<file path="src/ead_regs.svh">
// Constants of the effective address decoder: mode codes, field positions and address steps.
`ifndef EAD_REGS_SVH
`define EAD_REGS_SVH

`define EAD_MODE_DREG    3'h0
`define EAD_MODE_AREG    3'h1
`define EAD_MODE_IND     3'h2
`define EAD_MODE_POSTINC 3'h3
`define EAD_MODE_PREDEC  3'h4
`define EAD_MODE_DISP    3'h5
`define EAD_MODE_INDEX   3'h6
`define EAD_MODE_SPEC    3'h7

`define EAD_SPEC_ABSW    3'h0
`define EAD_SPEC_ABSL    3'h1
`define EAD_SPEC_PCD     3'h2
`define EAD_SPEC_PCX     3'h3
`define EAD_SPEC_IMM     3'h4

`define EAD_SZ_BYTE      2'h0
`define EAD_SZ_WORD      2'h1
`define EAD_SZ_LONG      2'h2

`define EAD_MODE_HI      5
`define EAD_MODE_LO      3
`define EAD_REG_HI       2
`define EAD_REG_LO       0

`define EAD_X_AREG       15
`define EAD_X_REG_HI     14
`define EAD_X_REG_LO     12
`define EAD_X_LONG       11

`define EAD_SP_NUM       3'h7
`define EAD_STEP_B       32'h1
`define EAD_STEP_W       32'h2
`define EAD_STEP_L       32'h4
`define EAD_WORD_BYTES   32'h2

`endif

</file>
<file path="src/ead_pkg.sv">
// Types shared by the effective address decoder.
package ead_pkg;

  typedef enum logic [1:0] {
    EAD_ST_IDLE  = 2'h0,
    EAD_ST_FETCH = 2'h1,
    EAD_ST_CALC  = 2'h3
  } ead_state_e;

  typedef enum logic [2:0] {
    EAD_K_DREG = 3'h0,
    EAD_K_AREG = 3'h1,
    EAD_K_MEM  = 3'h2,
    EAD_K_IMM  = 3'h3,
    EAD_K_STAT = 3'h4,
    EAD_K_ILL  = 3'h5
  } ead_kind_e;

endpackage : ead_pkg

</file>
<file path="src/ead_decoder.sv">
// Effective address decoder: collects extension words and resolves one operand location.
`timescale 1ns/100ps
`default_nettype none
`include "ead_regs.svh"

// Operation
// RL1: Instructions span one to five words; length comes from the operation word alone.
// RL2: Each following word is either immediate data or an address extension.
// RL3: Writes always go to data space; reads are data unless mode says program.
// RL4: Address field is a 3-bit mode plus a 3-bit register number.
// RL5: Register direct modes pick one of 16 data or address registers.
// RL6: Indirect, displacement, index, absolute are data references, program for jumps.
// RL7: Postincrement uses the register, then adds one, two or four by size.
// RL8: Postincrement of the stack pointer by a byte adds two.
// RL9: Predecrement subtracts one, two or four first and uses the result.
// RL10: Predecrement of the stack pointer by a byte subtracts two.
// RL11: Displacement mode adds a sign-extended 16-bit extension word to the register.
// RL12: Index mode adds register, sign-extended low eight bits and index register.
// RL13: Absolute short uses the sign-extended 16-bit extension word as address.
// RL14: Absolute long joins two extension words, first word is upper half.
// RL15: Counter displacement adds extension to its own address; program reference.
// RL16: Counter index adds extension address, low eight bits, index; program reference.
// RL17: Immediate byte is low byte, word one word, long two words upper first.
// RL18: In special modes the register field selects the special method.
// RL19: Logic immediate operations may target the condition byte or status word.
// RL20: Modes 000 to 110 are the register modes in order; 111 is special.
// RL21: Special codes 000 to 100 pick short, long, counter disp, counter index, immediate.
// RL22: Address register seven is the supervisor or user stack pointer by state.
// RL23: Mode sits in bits 5 to 3, register number in bits 2 to 0.
// RL24: Extension order is immediate words, then source, then destination extensions.
// RL25: Special mode with register codes 101, 110, 111 is illegal.
module ead_decoder
  import ead_pkg::*;
(
  // Clock and reset.
  input  wire logic        ref_clk_in,
  input  wire logic        nrst_in,
  // Operation word from the fetch path.
  input  wire logic        instr_valid_in,
  input  wire logic [15:0] op_word_in,
  input  wire logic [1:0]  op_size_in,
  input  wire logic [31:0] pc_in,
  input  wire logic        imm_src_in,
  input  wire logic        logic_imm_op_in,
  input  wire logic        jump_op_in,
  input  wire logic        op_write_in,
  input  wire logic        super_in,
  output var  logic        instr_ready_out,
  // Extension words.
  input  wire logic        ext_valid_in,
  input  wire logic [15:0] ext_word_in,
  output var  logic        ext_ready_out,
  // Register file read values and selects.
  input  wire logic [31:0] areg_val_in,
  input  wire logic [31:0] idx_val_in,
  output var  logic [3:0]  ea_reg_out,
  output var  logic [3:0]  idx_reg_out,
  output var  logic        sp_super_out,
  // Resolved operand.
  output var  logic        done_out,
  output var  ead_kind_e   ea_kind_out,
  output var  logic [31:0] ea_addr_out,
  output var  logic [31:0] imm_data_out,
  output var  logic        prog_ref_out,
  output var  logic        status_word_out,
  output var  logic        an_update_out,
  output var  logic [31:0] an_new_out,
  output var  logic [2:0]  len_out
);

  ead_state_e  state_r;
  ead_state_e  state_nxt;
  logic [15:0] words_r [4];
  logic [1:0]  cnt_r;
  logic [2:0]  need_r;
  logic [1:0]  imm_n_r;
  logic [2:0]  mode_r;
  logic [2:0]  reg_r;
  logic [1:0]  size_r;
  logic        jump_r;
  logic        write_r;
  logic        stat_r;
  logic        idx_long_r;
  logic [31:0] pc_r;
  logic        ready_r;
  logic        ext_ready_r;
  logic [3:0]  ea_reg_r;
  logic [3:0]  idx_reg_r;
  logic        sup_r;
  logic        done_r;
  ead_kind_e   kind_r;
  logic [31:0] addr_r;
  logic [31:0] imm_r;
  logic        prog_r;
  logic        sw_r;
  logic        upd_r;
  logic [31:0] new_r;
  logic [2:0]  len_r;

  // Decode of the arriving operation word.
  wire        take_w    = instr_valid_in && ready_r;
  wire [2:0]  op_mode_w = op_word_in[`EAD_MODE_HI:`EAD_MODE_LO]; // [RL4] [RL23]
  wire [2:0]  op_reg_w  = op_word_in[`EAD_REG_HI:`EAD_REG_LO];   // [RL4] [RL23]
  wire        spec_w    = op_mode_w == `EAD_MODE_SPEC;          // [RL20]
  wire        imm_fld_w = spec_w && op_reg_w == `EAD_SPEC_IMM;
  wire        stat_w    = imm_fld_w && logic_imm_op_in && imm_src_in; // [RL19]
  wire        ill_w     = spec_w && op_reg_w > `EAD_SPEC_IMM;   // [RL25]
  wire [1:0]  long_n_w  = (op_size_in == `EAD_SZ_LONG) ? 2'h2 : 2'h1;
  wire [1:0]  imm_n_w   = imm_src_in ? long_n_w : 2'h0;        // [RL2]
  wire        one_x_w   = op_mode_w == `EAD_MODE_DISP || op_mode_w == `EAD_MODE_INDEX;
  // Extension words the address field itself needs.
  wire [1:0]  ea_n_w    = one_x_w ? 2'h1 :                      // [RL11] [RL12]
                          !spec_w ? 2'h0 :
                          ill_w ? 2'h0 :
                          (op_reg_w == `EAD_SPEC_ABSL) ? 2'h2 :  // [RL14]
                          (op_reg_w == `EAD_SPEC_IMM) ? (stat_w ? 2'h0 : long_n_w) : // [RL17]
                          2'h1;                                  // [RL13] [RL15] [RL16]
  wire [2:0]  need_w    = {1'b0, imm_n_w} + {1'b0, ea_n_w};     // [RL1]
  wire        areg_m_w  = !spec_w && op_mode_w != `EAD_MODE_DREG;
  wire [3:0]  ea_sel_w  = spec_w ? 4'h0 : {areg_m_w, op_reg_w}; // [RL5] [RL18]
  wire        last_w    = ext_valid_in && ext_ready_r && ({1'b0, cnt_r} == need_r - 3'h1);

  // Words held for address formation; immediate words come first.
  wire [1:0]  ea_i0_w   = imm_n_r;                              // [RL24]
  wire [1:0]  ea_i1_w   = imm_n_r + 2'h1;
  wire [15:0] ea0_w     = words_r[ea_i0_w];
  wire [15:0] ea1_w     = words_r[ea_i1_w];
  wire [31:0] d16_w     = {{16{ea0_w[15]}}, ea0_w};
  wire [31:0] d8_w      = {{24{ea0_w[7]}}, ea0_w[7:0]};
  wire [31:0] idx_w     = idx_long_r ? idx_val_in : {{16{idx_val_in[15]}}, idx_val_in[15:0]};
  wire [31:0] pc_ext_w  = pc_r + `EAD_WORD_BYTES + {29'h0, imm_n_r, 1'b0};
  wire        sp_byte_w = reg_r == `EAD_SP_NUM;
  wire [31:0] step_w    = (size_r == `EAD_SZ_LONG) ? `EAD_STEP_L :
                          (size_r == `EAD_SZ_WORD || sp_byte_w) ? `EAD_STEP_W : // [RL8] [RL10]
                          `EAD_STEP_B;                                         // [RL7] [RL9]
  wire        sp_mode_w = mode_r == `EAD_MODE_SPEC;
  wire        pc_rel_w  = sp_mode_w && (reg_r == `EAD_SPEC_PCD || reg_r == `EAD_SPEC_PCX);
  wire        post_w    = mode_r == `EAD_MODE_POSTINC;
  wire        pre_w     = mode_r == `EAD_MODE_PREDEC;

  // Operand address by mode.
  wire [31:0] addr_w    = pre_w ? areg_val_in - step_w :                  // [RL9]
                          (mode_r == `EAD_MODE_DISP) ? areg_val_in + d16_w : // [RL11]
                          (mode_r == `EAD_MODE_INDEX) ? areg_val_in + d8_w + idx_w : // [RL12]
                          !sp_mode_w ? areg_val_in :                      // [RL7]
                          (reg_r == `EAD_SPEC_ABSW) ? d16_w :             // [RL13] [RL21]
                          (reg_r == `EAD_SPEC_ABSL) ? {ea0_w, ea1_w} :    // [RL14]
                          (reg_r == `EAD_SPEC_PCD) ? pc_ext_w + d16_w :   // [RL15]
                          (reg_r == `EAD_SPEC_PCX) ? pc_ext_w + d8_w + idx_w : // [RL16]
                          32'h0;
  wire [31:0] new_w     = post_w ? areg_val_in + step_w : areg_val_in - step_w;
  wire [31:0] imm_w     = (size_r == `EAD_SZ_BYTE) ? {24'h0, words_r[0][7:0]} : // [RL17]
                          (size_r == `EAD_SZ_WORD) ? {16'h0, words_r[0]} :
                          {words_r[0], words_r[1]};

  // Operand class; only memory modes can be program references.
  ead_kind_e  kind_w;
  assign kind_w = (mode_r == `EAD_MODE_DREG) ? EAD_K_DREG :  // [RL5]
                  (mode_r == `EAD_MODE_AREG) ? EAD_K_AREG :
                  !sp_mode_w ? EAD_K_MEM :
                  (reg_r > `EAD_SPEC_IMM) ? EAD_K_ILL :      // [RL25]
                  (reg_r != `EAD_SPEC_IMM) ? EAD_K_MEM :
                  stat_r ? EAD_K_STAT : EAD_K_IMM;           // [RL19]
  wire        mem_w     = kind_w == EAD_K_MEM;
  wire        jmp_cls_w = mem_w && !post_w && !pre_w && jump_r; // [RL6]
  wire        prog_w    = mem_w && !write_r && (pc_rel_w || jmp_cls_w); // [RL3] [RL15] [RL16]

  always_comb begin
    state_nxt = state_r;
    unique case (state_r)
      EAD_ST_IDLE: begin
        if (take_w) begin
          state_nxt = (need_w == 3'h0) ? EAD_ST_CALC : EAD_ST_FETCH;
        end
      end
      EAD_ST_FETCH: begin
        if (last_w) begin
          state_nxt = EAD_ST_CALC;
        end
      end
      EAD_ST_CALC: begin
        state_nxt = EAD_ST_IDLE;
      end
      default: begin
        state_nxt = EAD_ST_IDLE;
      end
    endcase
  end

  always_ff @(posedge ref_clk_in or negedge nrst_in) begin
    if (!nrst_in) begin
      state_r     <= EAD_ST_IDLE;
      ready_r     <= 1'b0;
      ext_ready_r <= 1'b0;
    end else begin
      state_r     <= state_nxt;
      ready_r     <= (state_nxt == EAD_ST_IDLE);
      ext_ready_r <= (state_nxt == EAD_ST_FETCH);
    end
  end

  // Instruction context latched when the operation word is taken.
  always_ff @(posedge ref_clk_in or negedge nrst_in) begin
    if (!nrst_in) begin
      need_r   <= 3'h0;
      imm_n_r  <= 2'h0;
      mode_r   <= 3'h0;
      reg_r    <= 3'h0;
      size_r   <= 2'h0;
      jump_r   <= 1'b0;
      write_r  <= 1'b0;
      stat_r   <= 1'b0;
      pc_r     <= 32'h0;
      ea_reg_r <= 4'h0;
      sup_r    <= 1'b0;
    end else if (take_w) begin
      need_r   <= need_w;
      imm_n_r  <= imm_n_w;
      mode_r   <= op_mode_w;
      reg_r    <= op_reg_w;
      size_r   <= op_size_in;
      jump_r   <= jump_op_in;
      write_r  <= op_write_in;
      stat_r   <= stat_w;
      pc_r     <= pc_in;
      ea_reg_r <= ea_sel_w;
      sup_r    <= super_in; // [RL22]
    end
  end

  // Extension word capture in arrival order.
  always_ff @(posedge ref_clk_in or negedge nrst_in) begin
    if (!nrst_in) begin
      cnt_r      <= 2'h0;
      idx_reg_r  <= 4'h0;
      idx_long_r <= 1'b0;
      for (int i = 0; i < 4; i++) begin
        words_r[i] <= 16'h0;
      end
    end else if (take_w) begin
      cnt_r <= 2'h0;
    end else if (ext_valid_in && ext_ready_r) begin
      words_r[cnt_r] <= ext_word_in; // [RL2] [RL24]
      cnt_r          <= cnt_r + 2'h1;
      if (last_w) begin
        idx_reg_r  <= {ext_word_in[`EAD_X_AREG], ext_word_in[`EAD_X_REG_HI:`EAD_X_REG_LO]};
        idx_long_r <= ext_word_in[`EAD_X_LONG];
      end
    end
  end

  // Result registers, loaded in the calculation cycle.
  always_ff @(posedge ref_clk_in or negedge nrst_in) begin
    if (!nrst_in) begin
      done_r <= 1'b0;
      kind_r <= EAD_K_DREG;
      addr_r <= 32'h0;
      imm_r  <= 32'h0;
      prog_r <= 1'b0;
      sw_r   <= 1'b0;
      upd_r  <= 1'b0;
      new_r  <= 32'h0;
      len_r  <= 3'h0;
    end else begin
      done_r <= (state_r == EAD_ST_CALC);
      if (state_r == EAD_ST_CALC) begin
        kind_r <= kind_w;
        addr_r <= addr_w;
        imm_r  <= imm_w;
        prog_r <= prog_w;                               // [RL3] [RL6]
        sw_r   <= stat_r && size_r != `EAD_SZ_BYTE;     // [RL19]
        upd_r  <= post_w || pre_w;                      // [RL7] [RL9]
        new_r  <= new_w;
        len_r  <= need_r + 3'h1;                        // [RL1]
      end
    end
  end

  assign instr_ready_out = ready_r;
  assign ext_ready_out   = ext_ready_r;
  assign ea_reg_out      = ea_reg_r;
  assign idx_reg_out     = idx_reg_r;
  assign sp_super_out    = sup_r;
  assign done_out        = done_r;
  assign ea_kind_out     = kind_r;
  assign ea_addr_out     = addr_r;
  assign imm_data_out    = imm_r;
  assign prog_ref_out    = prog_r;
  assign status_word_out = sw_r;
  assign an_update_out   = upd_r;
  assign an_new_out      = new_r;
  assign len_out         = len_r;
endmodule : ead_decoder
`default_nettype wire

</file>
<file path="config.mk">
export PLATFORM = sky130hd
export DESIGN_NAME = ead_decoder
export DESIGN_NICKNAME = d
export VERILOG_FILES = /design/src/ead_pkg.sv /design/src/ead_decoder.sv
export VERILOG_INCLUDE_DIRS = /design/src
export SDC_FILE = /design/constraint.sdc
export NUM_CORES = 1
export LEC_CHECK = 0
export BUFFER_PORTS_ARGS = -buffer_cell sky130_fd_sc_hd__buf_2
export CAP_MARGIN = 25
export CORE_UTILIZATION = 45
export CTS_BUF_LIST = sky130_fd_sc_hd__clkbuf_16
export DETAILED_ROUTE_END_ITERATION = 8
export PLACE_DENSITY = 0.67
export SYNTH_ARGS = -nofsm -noshare
export SYNTH_HDL_FRONTEND = slang
export SYNTH_SLANG_ARGS = --single-unit
</file>
<file path="constraint.sdc">
create_clock -name ref_clk_in -period 6.9 [get_ports ref_clk_in]
set_clock_uncertainty 0.1 [all_clocks]
set_input_delay 0.69 -clock ref_clk_in [delete_from_list [all_inputs] [get_ports ref_clk_in]]
set_output_delay 0.69 -clock ref_clk_in [all_outputs]
set_load 0.02 [all_outputs]
</file>
# Word-level counts from Yosys, hierarchy flattened
# Cells that the tools add are included.
# totals
reg_bits,234
out_inout_bits,117
# classes
muxes,44
reduce_logical,36
eq_ne,24
bitwise,4
n_lt_le_gt_ge,6
add_sub_neg,15
# ops
op,count
32-bit two-way mux,12
32-bit adder,6
16-bit two-way mux,5
32-bit by 3-bit adder with 32-bit output,2
16-bit binary-select mux with 2-bit select,2
64-bit bitwise mux,1
"32-bit by 2-bit adder with 32-bit output, second input constant",1
16-bit demux with 2-bit select,1
32-bit by 3-bit subtractor with 32-bit output,1
2-bit two-way mux,14
"3-bit == test, second input constant",9
3-bit two-way mux,7
1-bit logical AND,16
"3-bit by 2-bit == test with 1-bit output, second input constant",4
"3-bit by 1-bit == test with 1-bit output, second input constant",3
"3-bit >= comparator, second input constant",3
3-bit zero test,3
2-bit inverter with 3-bit output,3
"2-bit by 1-bit == test with 1-bit output, second input constant",3
"2-bit == test, second input constant",3
"3-bit greater-than comparator, second input constant",2
2-bit zero test,3
1-bit logical OR,5
"2-bit by 1-bit adder with 2-bit output, second input constant",2
14 further kinds,18

# Logic depth before layout (Yosys ltp)
# Gate-level depths: netlist of run 1.
# logic_depth
ltp_word,16
depth_mapped,26

# Worst setup path after synthesis of run 1
# OpenSTA, ideal clock, no wires.
# synth_path
kind,flip-flop to flip-flop
from,"register imm_n_r[1], in the netlist ea_i0_w[1]"
to,"register addr_r[31], in the netlist ea_addr_out[31]"
path_buffers,2
arrival_time_ns,6.191
path_slack_ns,0.465
path_stages_with_launch,16
setup_ns,0.144
path_cell_list,dfrtp_1 > clkbuf_1 > mux2_2 > a21oi_1 > inv_1 > fa_1 > ha_1 > clkbuf_1 > a2111o_1 > o21ai_0 > o21ai_0 > o32ai_1 > nor2_1 > mux2i_1 > o311ai_0 > a32oi_1
# synth_via
elab_chain_len,14
word_cells_on_any_way,19
# synth_rtl
item,line,rtl
"start, declared",ead_decoder.sv:76,logic [1:0] imm_n_r;
"start signal, assigned",ead_decoder.sv:218,imm_n_r <= imm_n_w;
branches (longest 12 deep; another with 32-bit by 3-bit adder with 32-bit output),n/a,
32-bit two-way mux *,ead_decoder.sv:143,(mode_r == `EAD_MODE_DISP) ? areg_val_in + d16_w :
32-bit two-way mux *,ead_decoder.sv:142,wire [31:0] addr_w = pre_w ? areg_val_in - step_w :
"end signal, assigned",ead_decoder.sv:268,addr_r <= addr_w;
"end, declared",ead_decoder.sv:92,logic [31:0] addr_r;
# Mark *: on every way between the ends. The select of a mux whose other input is x is not followed.
# A chain may end at the register's enable or synchronous reset.

# Worst setup path in the final report of run 1
# Same ends and word-level chain as after synthesis.

==> impl_results.rst, run 1 <==
.. list-table::
   :header-rows: 1

   * - Metric
     - Value
   * - Relative max-transition margin
     - 0.309
   * - CTS tree
     - yes
   * - Setup violations, final
     - 0
   * - Post-Place Cells
     - 3341
   * - Number of nets in the finished design
     - around 3.1k
   * - Path type of the worst min-delay path
     - in2reg
   * - Half-perimeter wire length after placement
     - just over 60000 um
   * - Post-CTS repair timing setup buffer count
     - 0
   * - Number of endpoints with negative hold slack in the final report
     - 0
   * - Critical path startpoint category
     - flip-flop
   * - # port buffers
     - 245
   * - Synthesized netlist cell count
     - 2586
   * - Starting density of the core
     - 0.461
   * - Synthesized area
     - 21600 um2
   * - Max-slew violation count
     - 0
   * - DRC violation total after the first TritonRoute iteration
     - 2195
   * - Mean number of vias per cell
     - 6.05
   * - Die Span Y
     - 221 um
   * - Boundary pin count
     - 256
   * - Crit path DAT
     - 6.47 ns
   * - Final total negative setup slack
     - 0 ns
   * - FILL cells
     - 4483
   * - Ratio of cells with drive above 1 in the final layout
     - 0.158
   * - Achievable Freq
     - 0.163 GHz
   * - Unrepaired setup endpoints after global routing
     - false
   * - Count of cell types in the netlist
     - 78
   * - Detailed Routing Iterations Pass 1
     - 6
   * - CTS resizes
     - 0
   * - Initial antenna violation count
     - 3
   * - Maximum clock path buffer count
     - 3
   * - Worst-Skew Late Latency
     - 0.58 ns
   * - Run status
     - complete, no violations
   * - Routed WL
     - 78100 um
   * - Maximum fanout encountered on the critical timing path
     - between 40 and 50
   * - Flip-flop and latch area
     - 5860 um2
   * - CTS clock-pin slew for the worst setup and hold paths
     - 0.06 ns
   * - Proportion of synthesized flip-flops having asynchronous set or reset
     - 1.00
   * - Via total after detailed routing
     - 20.5k
   * - Minimum clock period after layout
     - 6.15 ns
   * - Clock tree root driver cell
     - sky130_fd_sc_hd__clkbuf_16
   * - Synthesized area divided by synthesized cell count
     - approximately 8.4 um2
   * - Placeable core area
     - 47000 um2
   * - Routability cong.
     - 0.979
   * - Layout overhead on the synthesized area
     - 12.0%
   * - Number of global-route vias before repair
     - 19.6k
   * - Worst EP required
     - 7.22 ns
   * - Crit share post-route
     - 0.891
   * - Final Non-Filler Cells
     - 3393
   * - Detail Route Antenna Nets
     - 0
   * - Number of synthesized flops with an enable pin
     - 0
   * - X dimension of the die
     - 221 um
   * - H-tree levels
     - 1
   * - Register bit total from synthesis
     - ~230
   * - Most common library cell in the layout ignoring fill and taps
     - sky130_fd_sc_hd__nand2_1
   * - Post-Synthesis Net Count
     - between 2k and 3k
   * - Least-Margin Pin Slew
     - 1.04 ns
   * - CTS buffer count
     - 27
   * - Area used by multi-input combinational logic
     - roughly 15000 um2
   * - Global-route congestion overflow total
     - 0
   * - Number of sinks on the clock net
     - 234
   * - Critical Path End Type
     - flip-flop
   * - DRC violations left
     - 0
   * - Start-to-end type of the worst setup path
     - reg2reg
   * - # Max-Cap Violations
     - 0
   * - Die area
     - 49000 um2
   * - Most frequent cells in the layout
     - sky130_fd_sc_hd__nand2_1, sky130_fd_sc_hd__buf_2, sky130_fd_sc_hd__dfrtp_1
   * - Share of the yosys chip area belonging to registers
     - 0.271
   * - Synth Flop Type
     - sky130_fd_sc_hd__dfrtp_1
   * - Wire per inst
     - between 20 and 25 um
   * - Core Rows
     - 79
   * - Global Route Usage Sum
     - 0.314
   * - Wire length of the first global-routing pass
     - ~120000 um
   * - CTS Hold Bufs
     - 1
   * - Synthesis warning total
     - 0
   * - Largest net degree at the start of global routing
     - 168
[sequential cells by signal, indices dropped and copies added (netlist names), 2 cells and up]
signal	count
an_new_out	32
cnt_r	2
ea_addr_out	32
ea_i0_w	2
ea_kind_out	3
ea_reg_out	4
idx_reg_out	4
imm_data_out	32
len_out	3
mode_r	3
need_r	3
pc_r	32
reg_r	3
size_r	2
state_r	2
words_r	64
[stage by stage]
step	setup slack, ns	utilization	cell area (um2)	hold WS [ns]
6_report	0.749	0.516	24200	0.214
5_1_grt	0.346	0.516	24200	0.213
4_1_cts	0.816	0.516	24200	0.195
3_5_place_dp	0.821	0.499	23400	0.351
3_3_place_gp	0.884	0.499	23400	0.348
2_1_floorplan	0.465	-	21600	0.294
[synth_stat cells (28+ instances only)]
cell type,instances,area share
sky130_fd_sc_hd__inv_1,116,0.020
sky130_fd_sc_hd__nor2_1,140,0.024
sky130_fd_sc_hd__a21o_1,43,0.015
sky130_fd_sc_hd__a21oi_1,187,0.043
sky130_fd_sc_hd__nand3_1,83,0.019
sky130_fd_sc_hd__ha_1,139,0.080
sky130_fd_sc_hd__nand2_1,411,0.071
sky130_fd_sc_hd__and3_1,28,0.0081
sky130_fd_sc_hd__dfrtp_1,234,0.27
sky130_fd_sc_hd__clkbuf_1,110,0.019
sky130_fd_sc_hd__o211ai_1,30,0.010
sky130_fd_sc_hd__mux2_2,77,0.040
sky130_fd_sc_hd__xor2_1,70,0.028
sky130_fd_sc_hd__a211oi_1,30,0.010
sky130_fd_sc_hd__a31oi_1,30,0.0087
sky130_fd_sc_hd__nor3_1,50,0.012
sky130_fd_sc_hd__xnor2_1,119,0.048
sky130_fd_sc_hd__fa_1,70,0.065
sky130_fd_sc_hd__o21ai_0,213,0.049
[critical path, stage by stage, from the launching register on]
cell,delay [ns]
sky130_fd_sc_hd__dfrtp_2,0.35
sky130_fd_sc_hd__buf_4,0.51
sky130_fd_sc_hd__mux2_2,0.40
sky130_fd_sc_hd__a21oi_1,0.30
sky130_fd_sc_hd__inv_2,0.32
sky130_fd_sc_hd__buf_4,0.38
sky130_fd_sc_hd__fa_1,0.48
sky130_fd_sc_hd__ha_1,0.39
sky130_fd_sc_hd__a2111o_1,0.43
sky130_fd_sc_hd__o21ai_0,0.60
sky130_fd_sc_hd__o21ai_0,0.33
sky130_fd_sc_hd__o32ai_1,0.62
sky130_fd_sc_hd__nor2_1,0.11
sky130_fd_sc_hd__mux2i_1,0.14
sky130_fd_sc_hd__o311ai_0,0.33
sky130_fd_sc_hd__a32oi_1,0.15
[layout make-up]
class                           instances  area share
Multi-Input combinational cell       2104       0.613
Sequential cell                       234       0.242
Timing Repair Buffer                  282      0.0631
Tap cell                              607      0.0313
Clock buffer                           27      0.0279
Inverter                              118      0.0183
Clock inverter                         19     0.00444
Antenna cell                            2    0.000207
[logic make-up after synthesis]
logic type	after synthesis	share of synthesized area
AND/OR/NAND/NOR	865	0.183
buffers and inverters	248	0.0437
XOR/XNOR	189	0.0765
flip-flops	234	0.271
AO/OA/AOI/OAI	719	0.208
adder cells (fa/ha/maj)	209	0.145
multiplexers	122	0.0730
[layer usage]
| metal | wire length (um) | track usage | vias up |
|---|---|---|---|
| li1 | - | - | 9648 |
| met1 | 35300 | 0.460 | 9839 |
| met2 | 33600 | 0.479 | 923 |
| met3 | 6610 | 0.0461 | 134 |
| met4 | 2550 | 0.0875 | 0 |
| met5 | 0 | 0 | - |
[path summary, 6_finish.rpt]
| check | start | end | slack [ns] | cells past startpoint |
|---|---|---|---|---|
| min in group asynchronous | nrst_in | done_out$_DFF_PN0_ | 0.54 | 2 |
| max | ea_i0_w[1]$_DFFE_PN0P_ | ea_addr_out[31]$_DFFE_PN0P_ | 0.75 | 15 |
| min reg2reg | imm_data_out[31]$_DFFE_PN0P_ | imm_data_out[31]$_DFFE_PN0P_ | 0.36 | 2 |
| max in group asynchronous | nrst_in | ea_i0_w[1]$_DFFE_PN0P_ | 4.72 | 3 |
| min | pc_in[28] | pc_r[28]$_DFFE_PN0P_ | 0.21 | 3 |
| max reg2reg | ea_i0_w[1]$_DFFE_PN0P_ | ea_addr_out[31]$_DFFE_PN0P_ | 0.75 | 15 |
Power of run 1 is left out: the tool's default activity adds up to more than one toggle a clock period on the data nets, which glitch-free logic cannot reach.
==> run 2: changes to the inputs <==
Settings changed: CORE_ASPECT_RATIO set to 1.5, CTS_BUF_LIST sky130_fd_sc_hd__clkbuf_16 to sky130_fd_sc_hd__clkbuf_2.
==> impl_results.rst, run 2 (same netlist as run 1, synthesis figures left out) <==
.. list-table::
   :header-rows: 1

   * - Metric
     - Value
   * - Clock tree root driver cell
     - sky130_fd_sc_hd__clkbuf_2
   * - Number of global-route vias before repair
     - 21.3k
   * - # Max-Cap Violations
     - 0
   * - Starting density of the core
     - 0.455
   * - Minimum clock period after layout
     - 6.25 ns
   * - M1 GR Usage
     - 0.358
   * - Die area
     - 49000 um2
   * - Routability cong.
     - approximately 0.99
   * - # port buffers
     - between 200 and 250
   * - Worst EP required
     - 7.62 ns
   * - CTS tree
     - yes
   * - Terminus of the critical flop-to-flop path
     - ea_addr_out[22]$_DFFE_PN0P_
   * - Most frequent cells in the layout
     - sky130_fd_sc_hd__nand2_1, sky130_fd_sc_hd__buf_2, sky130_fd_sc_hd__dfrtp_1
   * - Placeable core area
     - 47600 um2
   * - Global Route met2 Usage
     - 0.574
   * - Failing checks
     - DRC
   * - Critical path destination
     - ea_addr_out[22]$_DFFE_PN0P_
   * - Max-slew violation count
     - 0
   * - Run status
     - finished with violations
   * - H-tree levels
     - 2
   * - Boundary pin count
     - 256
   * - Maximum clock path buffer count
     - 3
   * - X dimension of the die
     - 181 um
   * - Path type of the worst min-delay path
     - in2reg
   * - Global-route congestion overflow total
     - 0
   * - Detail Route Antenna Nets
     - 0
   * - Crit share post-route
     - 0.905
   * - Routed WL
     - 79700 um
   * - Register ranked first by flip-flop count
     - words_r
   * - Unrepaired setup endpoints after global routing
     - false
   * - CTS clock-pin slew for the worst setup and hold paths
     - 0.17 ns
   * - Most common library cell in the layout ignoring fill and taps
     - sky130_fd_sc_hd__nand2_1
   * - Routing layer with the top usage in global route
     - met2
   * - Summed area of non-filler cells in the final layout
     - 24600 um2
   * - Start-to-end type of the worst setup path
     - reg2reg
   * - Worst hold slack
     - ~0.09 ns
   * - Half-perimeter wire length after placement
     - 62100 um
   * - Worst setup path start
     - ea_i0_w[0]$_DFFE_PN0P_
   * - Largest register FFs
     - 64
   * - Crit path DAT
     - 6.97 ns
   * - Initial antenna violation count
     - 6
   * - Number of endpoints with negative hold slack in the final report
     - 0
   * - Global Route Usage Sum
     - 0.323
   * - Post-CTS repair timing setup buffer count
     - 0
   * - DRC violation total after the first TritonRoute iteration
     - 1522
   * - Critical Path End Type
     - flip-flop
   * - Least-Margin Pin Slew
     - 1.14 ns
   * - Wire per inst
     - about 23 um
   * - Wire length of the first global-routing pass
     - around 120000 um
   * - Critical path startpoint category
     - flip-flop
   * - Via total after detailed routing
     - 21.3k
   * - Worst-Skew Late Latency
     - 0.99 ns
   * - FILL cells
     - 4598
   * - Setup violations, final
     - 0
   * - Relative max-transition margin
     - 0.235
   * - CTS buffer count
     - 57
   * - Maximum fanout encountered on the critical timing path
     - 13
   * - Die Span Y
     - between 200 and 300 um
   * - Mean number of vias per cell
     - 6.08
   * - Area post-placement
     - 23400 um2
   * - Startpoint of the worst-slack reg-to-reg timing path
     - ea_i0_w[0]$_DFFE_PN0P_
   * - Number of sinks on the clock net
     - 234
   * - Met3 capacity usage during global routing
     - 0.0420
   * - Number of nets in the finished design
     - 3208
   * - DRC violations left
     - 2
   * - Largest net degree at the start of global routing
     - 153
   * - Ratio of cells with drive above 1 in the final layout
     - 0.169
   * - Register-to-register setup slack
     - 0.65 ns
   * - Final total negative setup slack
     - 0 ns
   * - Cells on worst reg2reg path
     - 23
   * - Achievable Freq
     - 0.160 GHz
   * - Detailed Routing Iterations Pass 1
     - 8
   * - Layout overhead on the synthesized area
     - 13.6%
   * - Core Rows
     - 98
run 2: metrics by stage:
step,worst slack (ns),utilization,std cells
floorplan,0.465,-,2586
global placement,0.805,0.493,3337
detailed placement,0.801,0.493,3337
CTS,0.657,0.516,3497
global route,0.331,0.517,3500
finish,0.655,0.517,3501
run 2: how the worst min path moves through the flow:
| stage | startpoint | to | cells past startpoint |
|---|---|---|---|
| after global placement | imm_data_out[20]$_DFFE_PN0P_ | imm_data_out[20]$_DFFE_PN0P_ | 2 |
| after detailed placement | an_new_out[1]$_DFFE_PN0P_ | an_new_out[1]$_DFFE_PN0P_ | 2 |
| final | instr_valid_in | mode_r[1]$_DFFE_PN0P_ | 4 |
| after CTS | instr_valid_in | sp_super_out$_DFFE_PN0P_ | 4 |
| after global routing | areg_val_in[31] | ea_addr_out[31]$_DFFE_PN0P_ | 3 |
| after floorplan | nrst_in | an_new_out[0]$_DFFE_PN0P_ | 0 |
run 2: layout make-up:
cell class                 count  area, um2  area share
antenna                        3       7.51    0.000305
timing repair buffer         345       2170      0.0885
inverter                     118        443      0.0180
clock inverter                18        104     0.00422
tap                          600        751      0.0305
sequential                   234       5860       0.238
multi-input combinational   2104      14800       0.604
clock buffer                  79        395      0.0161
run 2: worst max-delay path, cell delays in order (launching register included):
cell and delay, ns:
sky130_fd_sc_hd__dfrtp_1 0.39, sky130_fd_sc_hd__inv_1 0.04, sky130_fd_sc_hd__buf_4 0.17, sky130_fd_sc_hd__ha_1 0.22, sky130_fd_sc_hd__inv_1 0.06, sky130_fd_sc_hd__ha_1 0.19, sky130_fd_sc_hd__fa_1 0.25, sky130_fd_sc_hd__nand4_1 0.19
sky130_fd_sc_hd__or3_1 0.48, sky130_fd_sc_hd__nor3_1 0.22, sky130_fd_sc_hd__xor2_1 0.29, sky130_fd_sc_hd__inv_1 0.11, sky130_fd_sc_hd__fa_1 0.54, sky130_fd_sc_hd__inv_1 0.04, sky130_fd_sc_hd__ha_1 0.39, sky130_fd_sc_hd__a21o_1 0.20
sky130_fd_sc_hd__a21o_1 0.19, sky130_fd_sc_hd__and2_1 0.15, sky130_fd_sc_hd__a311oi_1 0.52, sky130_fd_sc_hd__xor2_1 0.20, sky130_fd_sc_hd__mux2i_1 0.10, sky130_fd_sc_hd__a221oi_1 0.53, sky130_fd_sc_hd__o22ai_1 0.22, sky130_fd_sc_hd__o31a_1 0.27
run 2: per-layer routing:
| metal | vias to the layer above | routed length [um] |
|---|---|---|
| met4 | 6 | 5760 |
| li1 | 9856 | - |
| met3 | 288 | 4100 |
| met2 | 858 | 40200 |
| met5 | - | 39 |
| met1 | 10300 | 29600 |
run 2: timing repair:
action,CTS,global route
hold buffers,63,0
endpoints found under the hold margin,201,0
gates resized for setup,0,0
Power of run 2 is left out for the same reason.
